--- src/touch_report_params.svh ---
// Constants for the touch report formatter
`ifndef TOUCH_REPORT_PARAMS_SVH
`define TOUCH_REPORT_PARAMS_SVH
// Register byte addresses
`define REG_CTRL 12'h000
`define REG_TOUCH_ID 12'h004
`define REG_X 12'h008
`define REG_Y 12'h00C
`define REG_SIZE 12'h010
`define REG_STYLUS 12'h014
`define REG_PRESSURE 12'h018
`define REG_SEND 12'h01C
`define REG_STATUS 12'h020
`define REG_PENDING 12'h024
// Control register fields
`define CTRL_GEOM_BIT 0
`define CTRL_TOUCH_RID_LSB 8
`define CTRL_STYLUS_RID_LSB 16
`define CTRL_RESET 32'h0007_0101
// Send register codes
`define SEND_TOUCH 2'h1
`define SEND_STYLUS 2'h2
// Packet lengths in bytes
`define TOUCH_LEN 5'h12
`define STYLUS_LEN 5'h0B
// Timestamp base: 10 kHz from 25 MHz
`define CLK_HZ 25000000
`define STAMP_HZ 10000
`define STAMP_DIV (`CLK_HZ / `STAMP_HZ)
`define STAMP_DIV_W 12
`endif

--- src/touch_report_pkg.sv ---
// Types for the touch report formatter
package touch_report_pkg;
  typedef enum logic [1:0] {
    ST_IDLE = 2'b00,
    ST_SEND = 2'b01
  } fmt_state_t;
  typedef struct packed {
    logic [7:0] data;
    logic last;
  } out_byte_t;
  typedef struct packed {
    logic psel;
    logic penable;
    logic pwrite;
    logic [11:0] paddr;
    logic [31:0] pwdata;
  } apb_req_t;
endpackage : touch_report_pkg

--- src/touch_report_formatter.sv ---
// Touch and stylus report framer with APB registers and output FIFO
//------------------------------------------------------------
//------------------------------------------------------------

// Byte FIFO with parameterised width and depth
module report_fifo #(
  parameter int W = 9,
  parameter int D = 16
) (
  input wire logic clk,
  input wire logic rst,
  input wire logic in_valid,
  output logic in_ready,
  input wire logic [W-1:0] in_data,
  output logic out_valid,
  input wire logic out_ready,
  output logic [W-1:0] out_data
);
  localparam int AW = $clog2(D);
  logic [W-1:0] mem [D];
  logic [AW:0] wp;
  logic [AW:0] rp;
  logic full;
  logic empty;
  // Pointer compare gives honest full and empty
  assign empty = (wp == rp);
  assign full = (wp[AW] != rp[AW]) && (wp[AW-1:0] == rp[AW-1:0]);
  assign in_ready = !full;
  assign out_valid = !empty;
  assign out_data = mem[rp[AW-1:0]];
  // Storage and pointers
  always_ff @(posedge clk) begin
    if (rst) begin
      wp <= '0;
      rp <= '0;
    end else begin
      if (in_valid && !full) begin
        mem[wp[AW-1:0]] <= in_data;
        wp <= wp + 1'b1;
      end
      if (out_ready && !empty) begin
        rp <= rp + 1'b1;
      end
    end
  end
endmodule : report_fifo

module touch_report_formatter
  import touch_report_pkg::*;
(
  input wire logic CLK,
  input wire logic RST,
  input wire logic PSEL,
  input wire logic PENABLE,
  input wire logic PWRITE,
  input wire logic [11:0] PADDR,
  input wire logic [31:0] PWDATA,
  output logic [31:0] PRDATA,
  output logic PREADY,
  output logic PSLVERR,
  output logic [7:0] TX_DATA,
  output logic TX_LAST,
  output logic TX_VALID,
  input wire logic TX_READY,
  output logic MESSAGE_PENDING_LINE_N
);
`include "touch_report_params.svh"

  typedef struct packed {
    fmt_state_t st;
    logic [31:0] ctrl;
    logic [7:0] touch_id;
    logic [7:0] touch_count;
    logic [15:0] x;
    logic [15:0] xc;
    logic [15:0] y;
    logic [15:0] yc;
    logic [7:0] width;
    logic [7:0] height;
    logic [7:0] stylus_flags;
    logic [7:0] pressure;
    logic [15:0] stamp;
    logic [`STAMP_DIV_W-1:0] div;
    logic [15:0] snap_stamp;
    logic is_stylus;
    logic [4:0] idx;
    logic [31:0] prdata;
    logic pready;
    logic pslverr;
    out_byte_t tx;
    logic tx_valid;
    logic pend_n;
  } state_t;

  state_t s;
  state_t next_s;
  logic fifo_in_ready;
  logic fifo_out_valid;
  logic [8:0] fifo_out_data;
  logic fifo_push;
  logic [7:0] cur_byte;
  logic [4:0] cur_len;
  logic geom;
  logic access;
  logic tx_take;

  assign geom = s.ctrl[`CTRL_GEOM_BIT];
  assign access = PSEL && PENABLE && !s.pready;
  assign cur_len = s.is_stylus ? `STYLUS_LEN : `TOUCH_LEN;
  assign fifo_push = (s.st == ST_SEND);
  assign tx_take = s.tx_valid && TX_READY;

  // Byte selector for the packet under construction
  always_comb begin
    cur_byte = 8'h00;
    if (s.is_stylus) begin
      case (s.idx)
        5'h00: cur_byte = s.ctrl[`CTRL_STYLUS_RID_LSB +: 8];
        5'h01: cur_byte = {3'h0, s.stylus_flags[4], 1'b0, s.stylus_flags[2:0]};
        5'h02: cur_byte = s.x[7:0];
        5'h03: cur_byte = {4'h0, s.x[11:8]};
        5'h04: cur_byte = s.xc[7:0];
        5'h05: cur_byte = {4'h0, s.xc[11:8]};
        5'h06: cur_byte = s.y[7:0];
        5'h07: cur_byte = {4'h0, s.y[11:8]};
        5'h08: cur_byte = s.yc[7:0];
        5'h09: cur_byte = {4'h0, s.yc[11:8]};
        5'h0A: cur_byte = s.pressure;
        default: cur_byte = 8'h00;
      endcase
    end else begin
      case (s.idx)
        5'h00: cur_byte = s.ctrl[`CTRL_TOUCH_RID_LSB +: 8];
        5'h01: cur_byte = 8'h01;
        5'h02: cur_byte = s.touch_id;
        5'h03: cur_byte = s.x[7:0];
        5'h04: cur_byte = {4'h0, s.x[11:8]};
        5'h05: cur_byte = geom ? s.xc[7:0] : 8'h00;
        5'h06: cur_byte = geom ? {4'h0, s.xc[11:8]} : 8'h00;
        5'h07: cur_byte = s.y[7:0];
        5'h08: cur_byte = {4'h0, s.y[11:8]};
        5'h09: cur_byte = geom ? s.yc[7:0] : 8'h00;
        5'h0A: cur_byte = geom ? {4'h0, s.yc[11:8]} : 8'h00;
        5'h0B: cur_byte = geom ? s.width : 8'h00;
        5'h0D: cur_byte = geom ? s.height : 8'h00;
        5'h0F: cur_byte = s.snap_stamp[7:0];
        5'h10: cur_byte = s.snap_stamp[15:8];
        5'h11: cur_byte = s.touch_count;
        default: cur_byte = 8'h00;
      endcase
    end
  end

  // Next-state logic for registers, framer and output stage
  always_comb begin
    next_s = s;
    next_s.pready = 1'b0;
    // 10 kHz timestamp
    if (s.div == `STAMP_DIV_W'(`STAMP_DIV - 1)) begin
      next_s.div = '0;
      next_s.stamp = s.stamp + 16'h0001;
    end else begin
      next_s.div = s.div + 1'b1;
    end
    // Framer walks one byte per cycle, stalls on FIFO full
    if (s.st == ST_SEND && fifo_in_ready) begin
      if (s.idx == cur_len - 5'h01) begin
        next_s.st = ST_IDLE;
        next_s.idx = '0;
      end else begin
        next_s.idx = s.idx + 5'h01;
      end
    end
    // APB slave, one wait state
    if (access) begin
      next_s.pready = 1'b1;
      next_s.pslverr = 1'b0;
      next_s.prdata = 32'h0;
      if (PWRITE) begin
        case (PADDR)
          `REG_CTRL: next_s.ctrl = PWDATA;
          `REG_TOUCH_ID: begin
            next_s.touch_id = PWDATA[7:0];
            next_s.touch_count = PWDATA[15:8];
          end
          `REG_X: begin
            next_s.x = {4'h0, PWDATA[11:0]};
            next_s.xc = {4'h0, PWDATA[27:16]};
          end
          `REG_Y: begin
            next_s.y = {4'h0, PWDATA[11:0]};
            next_s.yc = {4'h0, PWDATA[27:16]};
          end
          `REG_SIZE: begin
            next_s.width = PWDATA[7:0];
            next_s.height = PWDATA[15:8];
          end
          `REG_STYLUS: next_s.stylus_flags = PWDATA[7:0];
          `REG_PRESSURE: next_s.pressure = PWDATA[7:0];
          `REG_SEND: begin
            if (s.st == ST_IDLE && (PWDATA[1:0] == `SEND_TOUCH ||
                PWDATA[1:0] == `SEND_STYLUS)) begin
              next_s.st = ST_SEND;
              next_s.idx = '0;
              next_s.is_stylus = (PWDATA[1:0] == `SEND_STYLUS);
              next_s.snap_stamp = s.stamp;
            end else begin
              next_s.pslverr = 1'b1;
            end
          end
          `REG_STATUS: next_s.pslverr = 1'b0;
          `REG_PENDING: next_s.pslverr = 1'b0;
          default: next_s.pslverr = 1'b1;
        endcase
      end else begin
        case (PADDR)
          `REG_CTRL: next_s.prdata = s.ctrl;
          `REG_TOUCH_ID: next_s.prdata = {16'h0, s.touch_count, s.touch_id};
          `REG_X: next_s.prdata = {s.xc, s.x};
          `REG_Y: next_s.prdata = {s.yc, s.y};
          `REG_SIZE: next_s.prdata = {16'h0, s.height, s.width};
          `REG_STYLUS: next_s.prdata = {24'h0, s.stylus_flags};
          `REG_PRESSURE: next_s.prdata = {24'h0, s.pressure};
          `REG_SEND: next_s.prdata = 32'h0;
          `REG_STATUS: next_s.prdata = {s.stamp, 13'h0, !fifo_in_ready,
                                        fifo_out_valid, s.st == ST_SEND};
          `REG_PENDING: next_s.prdata = {31'h0, !s.pend_n};
          default: next_s.prdata = 32'h0;
        endcase
        next_s.pslverr = !(PADDR inside {`REG_CTRL, `REG_TOUCH_ID, `REG_X, `REG_Y,
                           `REG_SIZE, `REG_STYLUS, `REG_PRESSURE, `REG_SEND,
                           `REG_STATUS, `REG_PENDING});
      end
    end
    // Output register fed from the FIFO
    if (!s.tx_valid || TX_READY) begin
      next_s.tx_valid = fifo_out_valid;
      next_s.tx = {fifo_out_data[8:1], fifo_out_data[0]};
    end
    // Pending while any byte waits in the framer, FIFO or output
    next_s.pend_n = !(next_s.st == ST_SEND || fifo_out_valid || next_s.tx_valid);
  end

  report_fifo #(.W(9), .D(16)) u_fifo (
    .clk(CLK),
    .rst(RST),
    .in_valid(fifo_push),
    .in_ready(fifo_in_ready),
    .in_data({cur_byte, s.idx == cur_len - 5'h01}),
    .out_valid(fifo_out_valid),
    .out_ready(!s.tx_valid || TX_READY),
    .out_data(fifo_out_data)
  );

  // State register
  always_ff @(posedge CLK) begin
    if (RST) begin
      s <= '0;
      s.ctrl <= `CTRL_RESET;
      s.pend_n <= 1'b1;
    end else begin
      s <= next_s;
    end
  end

  assign PRDATA = s.prdata;
  assign PREADY = s.pready;
  assign PSLVERR = s.pslverr;
  assign TX_DATA = s.tx.data;
  assign TX_LAST = s.tx.last;
  assign TX_VALID = s.tx_valid;
  assign MESSAGE_PENDING_LINE_N = s.pend_n;

  // Checks
  pos_nibble_a: assert property (@(posedge CLK) disable iff (RST)
    (s.st == ST_SEND && !s.is_stylus && (s.idx == 5'h04 || s.idx == 5'h08))
    |-> cur_byte[7:4] == 4'h0) else $error("position high nibble set");
  geom_off_a: assert property (@(posedge CLK) disable iff (RST)
    (s.st == ST_SEND && !s.is_stylus && !geom && s.idx inside {[5'h05:5'h0E]}
    && s.idx != 5'h07 && s.idx != 5'h08) |-> cur_byte == 8'h00)
    else $error("reserved byte not zero");
  touch_len_a: assert property (@(posedge CLK) disable iff (RST)
    (s.st == ST_SEND && !s.is_stylus) |-> s.idx <= 5'h11)
    else $error("touch packet too long");
  stylus_rsv_a: assert property (@(posedge CLK) disable iff (RST)
    (s.st == ST_SEND && s.is_stylus && s.idx == 5'h01) |-> cur_byte[7:5] == 3'h0
    && !cur_byte[3]) else $error("stylus reserved bit set");
  pend_line_a: assert property (@(posedge CLK) disable iff (RST)
    s.tx_valid |-> !MESSAGE_PENDING_LINE_N) else $error("pending line high");
  apb_ready_a: assert property (@(posedge CLK) disable iff (RST)
    (PSEL && PENABLE && !PREADY) |=> PREADY) else $error("no ready");
  stamp_step_a: assert property (@(posedge CLK) disable iff (RST)
    (s.div != `STAMP_DIV_W'(`STAMP_DIV - 1)) |=> $stable(s.stamp))
    else $error("stamp moved early");
  tid_byte_a: assert property (@(posedge CLK) disable iff (RST)
    (s.st == ST_SEND && !s.is_stylus && s.idx == 5'h02) |-> cur_byte == s.touch_id)
    else $error("touch id byte wrong");
  // A stalled byte must not change under the host
  tx_hold_a: assert property (@(posedge CLK) disable iff (RST)
    (TX_VALID && !TX_READY) |=> (TX_VALID && $stable(TX_DATA) && $stable(TX_LAST)))
    else $error("byte changed while stalled");
  stylus_len_a: assert property (@(posedge CLK) disable iff (RST)
    (s.st == ST_SEND && s.is_stylus) |-> s.idx <= 5'h0A)
    else $error("stylus packet too long");
  send_touch_c: cover property (@(posedge CLK) s.st == ST_SEND && !s.is_stylus);
  send_stylus_c: cover property (@(posedge CLK) s.st == ST_SEND && s.is_stylus);
  fifo_full_c: cover property (@(posedge CLK) !fifo_in_ready);
endmodule : touch_report_formatter

--- config.mk ---
export PLATFORM = sky130hd
export DESIGN_NAME = touch_report_formatter
export DESIGN_NICKNAME = d
export VERILOG_FILES = /design/src/touch_report_pkg.sv /design/src/touch_report_formatter.sv
export VERILOG_INCLUDE_DIRS = /design/src /design/src/src
export SDC_FILE = /design/constraint.sdc
export NUM_CORES = 1
export LEC_CHECK = 0
export ABC_CLOCK_PERIOD_IN_PS = 3800
export CAP_MARGIN = 10
export CORE_AREA = 2 2 176 161
export DETAILED_ROUTE_END_ITERATION = 12
export DIE_AREA = 0 0 178 163
export DONT_BUFFER_PORTS = 1
export PLACE_DENSITY_LB_ADDON = 0.08
export SLEW_MARGIN = 20
export SYNTH_ARGS = -nofsm -noshare
export SYNTH_HDL_FRONTEND = slang
export SYNTH_SLANG_ARGS = --single-unit
--- constraint.sdc ---
create_clock -name CLK -period 3.8 [get_ports CLK]
set_input_delay 0.76 -clock CLK [delete_from_list [all_inputs] [get_ports CLK]]
set_output_delay 0.76 -clock CLK [all_outputs]
set_load 0.03 [all_outputs]
# Word level (Yosys, flattened, before mapping)
# Memories as Yosys holds them, arrays and structs flattened. A register that Yosys moved wholly into a read port is not among the register bits.
# Index checks and enable logic that the tools add are counted.
[classes]
reduce_logical = 31
muxes = 38
addsub = 6
n_eq_ne = 33
[op_table]
columns = ["cell", "count"]
rows = [
  ["$mux W146", 2],
  ["$pmux W32 S9", 1],
  ["$pmux W8 S16", 1],
  ["$pmux W8 S11", 1],
  ["$mux W32", 2],
  ["$mux W28", 2],
  ["$mux W8", 7],
  ["$eq A12 B5 Y1 const B", 4],
  ["$mux W39", 1],
  ["$mux W16", 2],
  ["$eq A5 B4 Y1 const B", 6],
  ["$mux W5", 6],
  ["$eq A12 B4 Y1 const B", 2],
  ["$eq A12 B6 Y1 const B", 2],
  ["$reduce_and A3 Y1", 7],
  ["$eq A5 B3 Y1 const B", 4],
  ["$add A16 B1 Y16 const B", 1],
  ["$add A5 B1 Y5 const B", 3],
  ["$add A12 B1 Y12 const B", 1],
  ["$eq A12 B12 Y1 const B", 1],
  ["$eq A12 B3 Y1 const B", 1],
  ["$logic_not A12 Y1", 1],
  ["$eq A5 B2 Y1 const B", 2],
  ["$eq A5 B5 Y1", 2],
  ["20 further kinds", 46],
]
[word_totals]
ram_bits = 144
word_cells = 133
output_inout_bits = 45
input_bits = 50
mem_count = 1
ff_bits = 226
[mem_list]
columns = ["name", "depth", "word_bits", "read_ports", "rd_clocked_by_memory_dff", "wr", "line_no", "rtl"]
rows = [
  ["u_fifo.mem", 16, 9, 1, 1, 1, "touch_report_formatter.sv:20", "logic [W-1:0] mem [D];"],
]

# Longest topological paths before layout
[depth]
word_depth = 13
ltp_mapped = 9
depth_no_buf = 7

# Hierarchy
# From an unflattened synthesis, not the netlist that was laid out.
[unflattened]
cells_unflattened = 1700
hier_area_um2 = 17534.3
[by_module_without_submodules]
columns = ["module", "area_each_um2", "cells_per_inst", "n_inst"]
rows = [
  ["touch_report_formatter", 11116.9, 1393, 1],
  ["report_fifo", 6417.4, 307, 1],
]

# Least setup slack after synthesis
# No wires, ideal clock.
[synth_path]
kind = "register to register"
from = "register s[49] in the netlist's numbering"
to = "memory u_fifo.mem[0][1], data pin"
required_ps = 3388
stages_incl_launch_ff = 8
setup_time_ps = 412
path_slack_ps = 659
arrival_ps = 2730
path_cell_list = "dfxtp_1 > buf_1 > clkbuf_1 > inv_1 > ha_1 > buf_1 > o41ai_1 > o21ai_0"
[synth_between]
elab_chain_len = 3
word_cells_on_any_way = 19
[synth_rtl]
columns = ["element", "line_no", "rtl"]
rows = [
  ["start, declared", "touch_report_formatter.sv:95", "state_t s;"],
  ["start signal, assigned", "touch_report_formatter.sv:262", "s <= next_s;"],
  ["$eq A5 B5 Y1, or another cell as far along", "touch_report_formatter.sv:132", "case (s.idx)"],
  ["$pmux W8 S16 or $pmux W8 S11 (tied branches)", "touch_report_formatter.sv:132, touch_report_formatter.sv:117", ""],
  ["$mux W8 *", "touch_report_formatter.sv:116", "if (s.is_stylus) begin"],
  ["via cur_byte[0]", "touch_report_formatter.sv:101", "logic [7:0] cur_byte;"],
  ["end, declared", "touch_report_formatter.sv:20", ""],
]
# The timed path passes the listed nets; every way through them passes the cells marked *.

# Worst setup path in the final report
[layout_path]
from = "register s[46] in the netlist's numbering"
to = "memory u_fifo.mem[11][3], data pin"
# Same word-level chain as after synthesis.

==> metrics.cfg <==
[yosys]
synthCells=1657
synth_edf_count=144
yosys_register_bits=379
synth_area_um2=17200
yosysTopAreaCell=dfxtp_1
synth_top_cell_area_share_pct=27.3
synthDistinctLibCells=72
synth_ff_type=dfxtp_1
avgSynthCellArea_um2=10.4
synth_nets=1720
synth_warnings=0
ys_async_sr_fraction_pct=0
synth.area.top_cells=dfxtp_1, edfxtp_1, nand2_1
yosysSeqAreaShare_pct=52.5

[setup_path]
cpMostUsedCell=buf_4
startpoint_type=flip-flop
cp_max_fo=16
critPathSlowestCell=nor4bb_1
end_kind=flip-flop
worstPathArrival_ns=3.36
max_stage_delay_ns=0.79
cp_data_required_time_ns=4.15
cp_cell_sequence=ha_1 -> nor4bb_1 -> buf_4 -> a22oi_1 -> nand2_1 -> a211oi_1 -> o22ai_1 -> buf_4
worstSetupPathType=flip-flop to flip-flop

[final_layout]
fin_cells=2000
final_cell_mix=nand2_1, dfxtp_1, a21oi_1
area_growth_pct=8.96
n_fill_cell=2089
antenna_cells=0
layout_commonest_cell=nand2_1
drive_gt1_share_pct=14.5
nNetsFinal=1674

[clocking]
root_buffer=clkbuf_16
clkTransAtPathRegs_ns=0.06
cts_made_buffers=39
cts_tree=done
clock_latency_ns=0.53
postCtsSetupBuffers=0
h-tree-depth=2
numClockSinks=379
holdBufCountCts=0
cts_max_path_buffers=3
cts_resized=0

[floorplanning]
fp-row-count=58
dieArea_um2=29000
die_w_um=178
die_y_um=163
start_util_pct=62.9
pin_count=95
coreArea_um2=27400

[sta]
maxSlewViolCount=0
skew_ns=0.0167
fin_ws_ns=0.790
worstMarginPinSlew_ns=1.05
finalCriticalPeriod_ns=3.01
setup_viol=0
slew_headroom_pct=30.0
finalCritPeriodShare_pct=79.2
tns_ns=0
worst_hold_slack_ns=0.318
rsz0062_at_grt=false
max_freq_mhz=332
hold_violations=0

[drt]
drc=0
wl_per_cell_um=25.5
drt_pass1_iterations=7
via_per_inst=6.69
vias=13400
ant_nets=0
wl_mm=51.1
drtIter0Drc=1671

[power]
comb_power_share_pct=7.0
irDropWorstVdd_uv=632
p_per_area_nw_per_um2=467
switchingPower_mw=2.02
finalPower_mw=8.75
p_sw_share_pct=23.1
power.share.clock_pct=42.7
p_leak_nw=6.25
p_seq_share_pct=50.2
intPower_mw=6.73

[placed_design]
hpwl_mm=34.9
place.gp.congestion=1.02
io_buffers=0
dp.cells=1930
preCtsSetupSlack_ns=0.639

[worst_hold_path]
hold_path_class=primary input to flip-flop

[grt]
grt_pass1_wl_mm=76.2
grt_max_degree=217
grt_util_all_layers_pct=35.2
grt_pass1_vias=12400
overflow=0
antenna_found_initial=1

[job]
drv_cap=0

[outcome]
status=finished, final reports clean

-- final cells by class --
type	instances	area, um2	share of cell area [%]
Clock buffer	59	1150	6.13
Sequential cell	379	9030	48.2
Tap cell	360	450	2.40
Clock inverter	11	101	0.541
Inverter	19	71.3	0.381
Multi-Input combinational cell	1100	7380	39.4
Timing Repair Buffer	72	566	3.02
-- registers in the layout, summed over array words and instances, names as in the netlist --
signal,cells
PSLVERR,1
TX_DATA,8
geom,1
u_fifo.rp,5
u_fifo.mem,144
TX_LAST,1
PREADY,1
MESSAGE_PENDING_LINE_N,1
PRDATA,32
u_fifo.wp,5
TX_VALID,1
s,179
-- worst max-delay path: cells and delay by family, from the launching register on --
kind,cells,cell delay [ns]
AOI/OAI and AO/OA,3,0.46
adders and majority gates,1,0.46
buffers and inverters,2,0.56
DFF,1,0.46
and+or+nand+nor,2,0.88
-- cells in the mapped netlist (11+ instances only) --
cell	count
nor2_1	89
buf_4	42
ha_1	13
a22o_1	23
inv_1	19
edfxtp_1	144
nand4_1	11
a222oi_1	20
o2bb2ai_1	13
xnor2_1	20
nor3_1	20
nor2b_1	14
nand2b_1	19
mux2i_1	32
a221oi_1	14
nand2_1	306
a21oi_1	148
buf_2	28
o22ai_1	14
nand3_1	32
nor4_1	13
mux2_2	28
clkbuf_1	75
o21ai_0	33
a22oi_1	74
xor2_1	14
dfxtp_1	235
mux4_2	41
-- per-layer routing --
layer	track usage (%)	vias to the layer above	routed length, um
met4	10.4	2	1460
met3	9.06	100	6160
met5	0	-	13
met2	49.7	782	21100
li1	-	5973	-
met1	53.3	6523	22300
-- through the flow --
stage	instance area (um2)	util (%)
after floorplan	17200	-
after global placement	17500	63.9
after detailed placement	17500	63.9
after CTS	18700	68.5
after global routing	18700	68.5
final	18700	68.5
-- path summary, 6_finish.rpt --
path | start | end | slack, ns | cells past startpoint
worst max-delay path | s[46]$_SDFF_PP0_ | u_fifo.mem[11][3]$_DFFE_PP_ | 0.79 | 8
worst min-delay path | RST | PRDATA[17]$_SDFFE_PP0P_ | 0.32 | 1
worst max register to register | s[46]$_SDFF_PP0_ | u_fifo.mem[11][3]$_DFFE_PP_ | 0.79 | 8
worst min register to register | s[238]$_SDFFE_PP0P_ | s[238]$_SDFFE_PP0P_ | 0.46 | 2
-- power by group through the flow --
stage / Combinational (mW) / Sequential (mW) / Clock [mW]
after floorplan: 0.656 / 4.37 / 0
after global placement: 0.602 / 4.49 / 0
after detailed placement: 0.609 / 4.49 / 0
after CTS: 0.617 / 4.40 / 3.76
after global routing: 0.660 / 4.41 / 3.93
final: 0.615 / 4.40 / 3.74
-- logic make-up after synthesis --
group	synth area share, %
adder cells (fa/ha/maj)	0.946
multiplexers	9.06
AND/OR/NAND/NOR	15.9
buffers and inverters	5.18
XOR/XNOR	1.73
AO/OA/AOI/OAI	14.7
flip-flops	52.5
No activity file was read; power rests on OpenSTA's default activity.
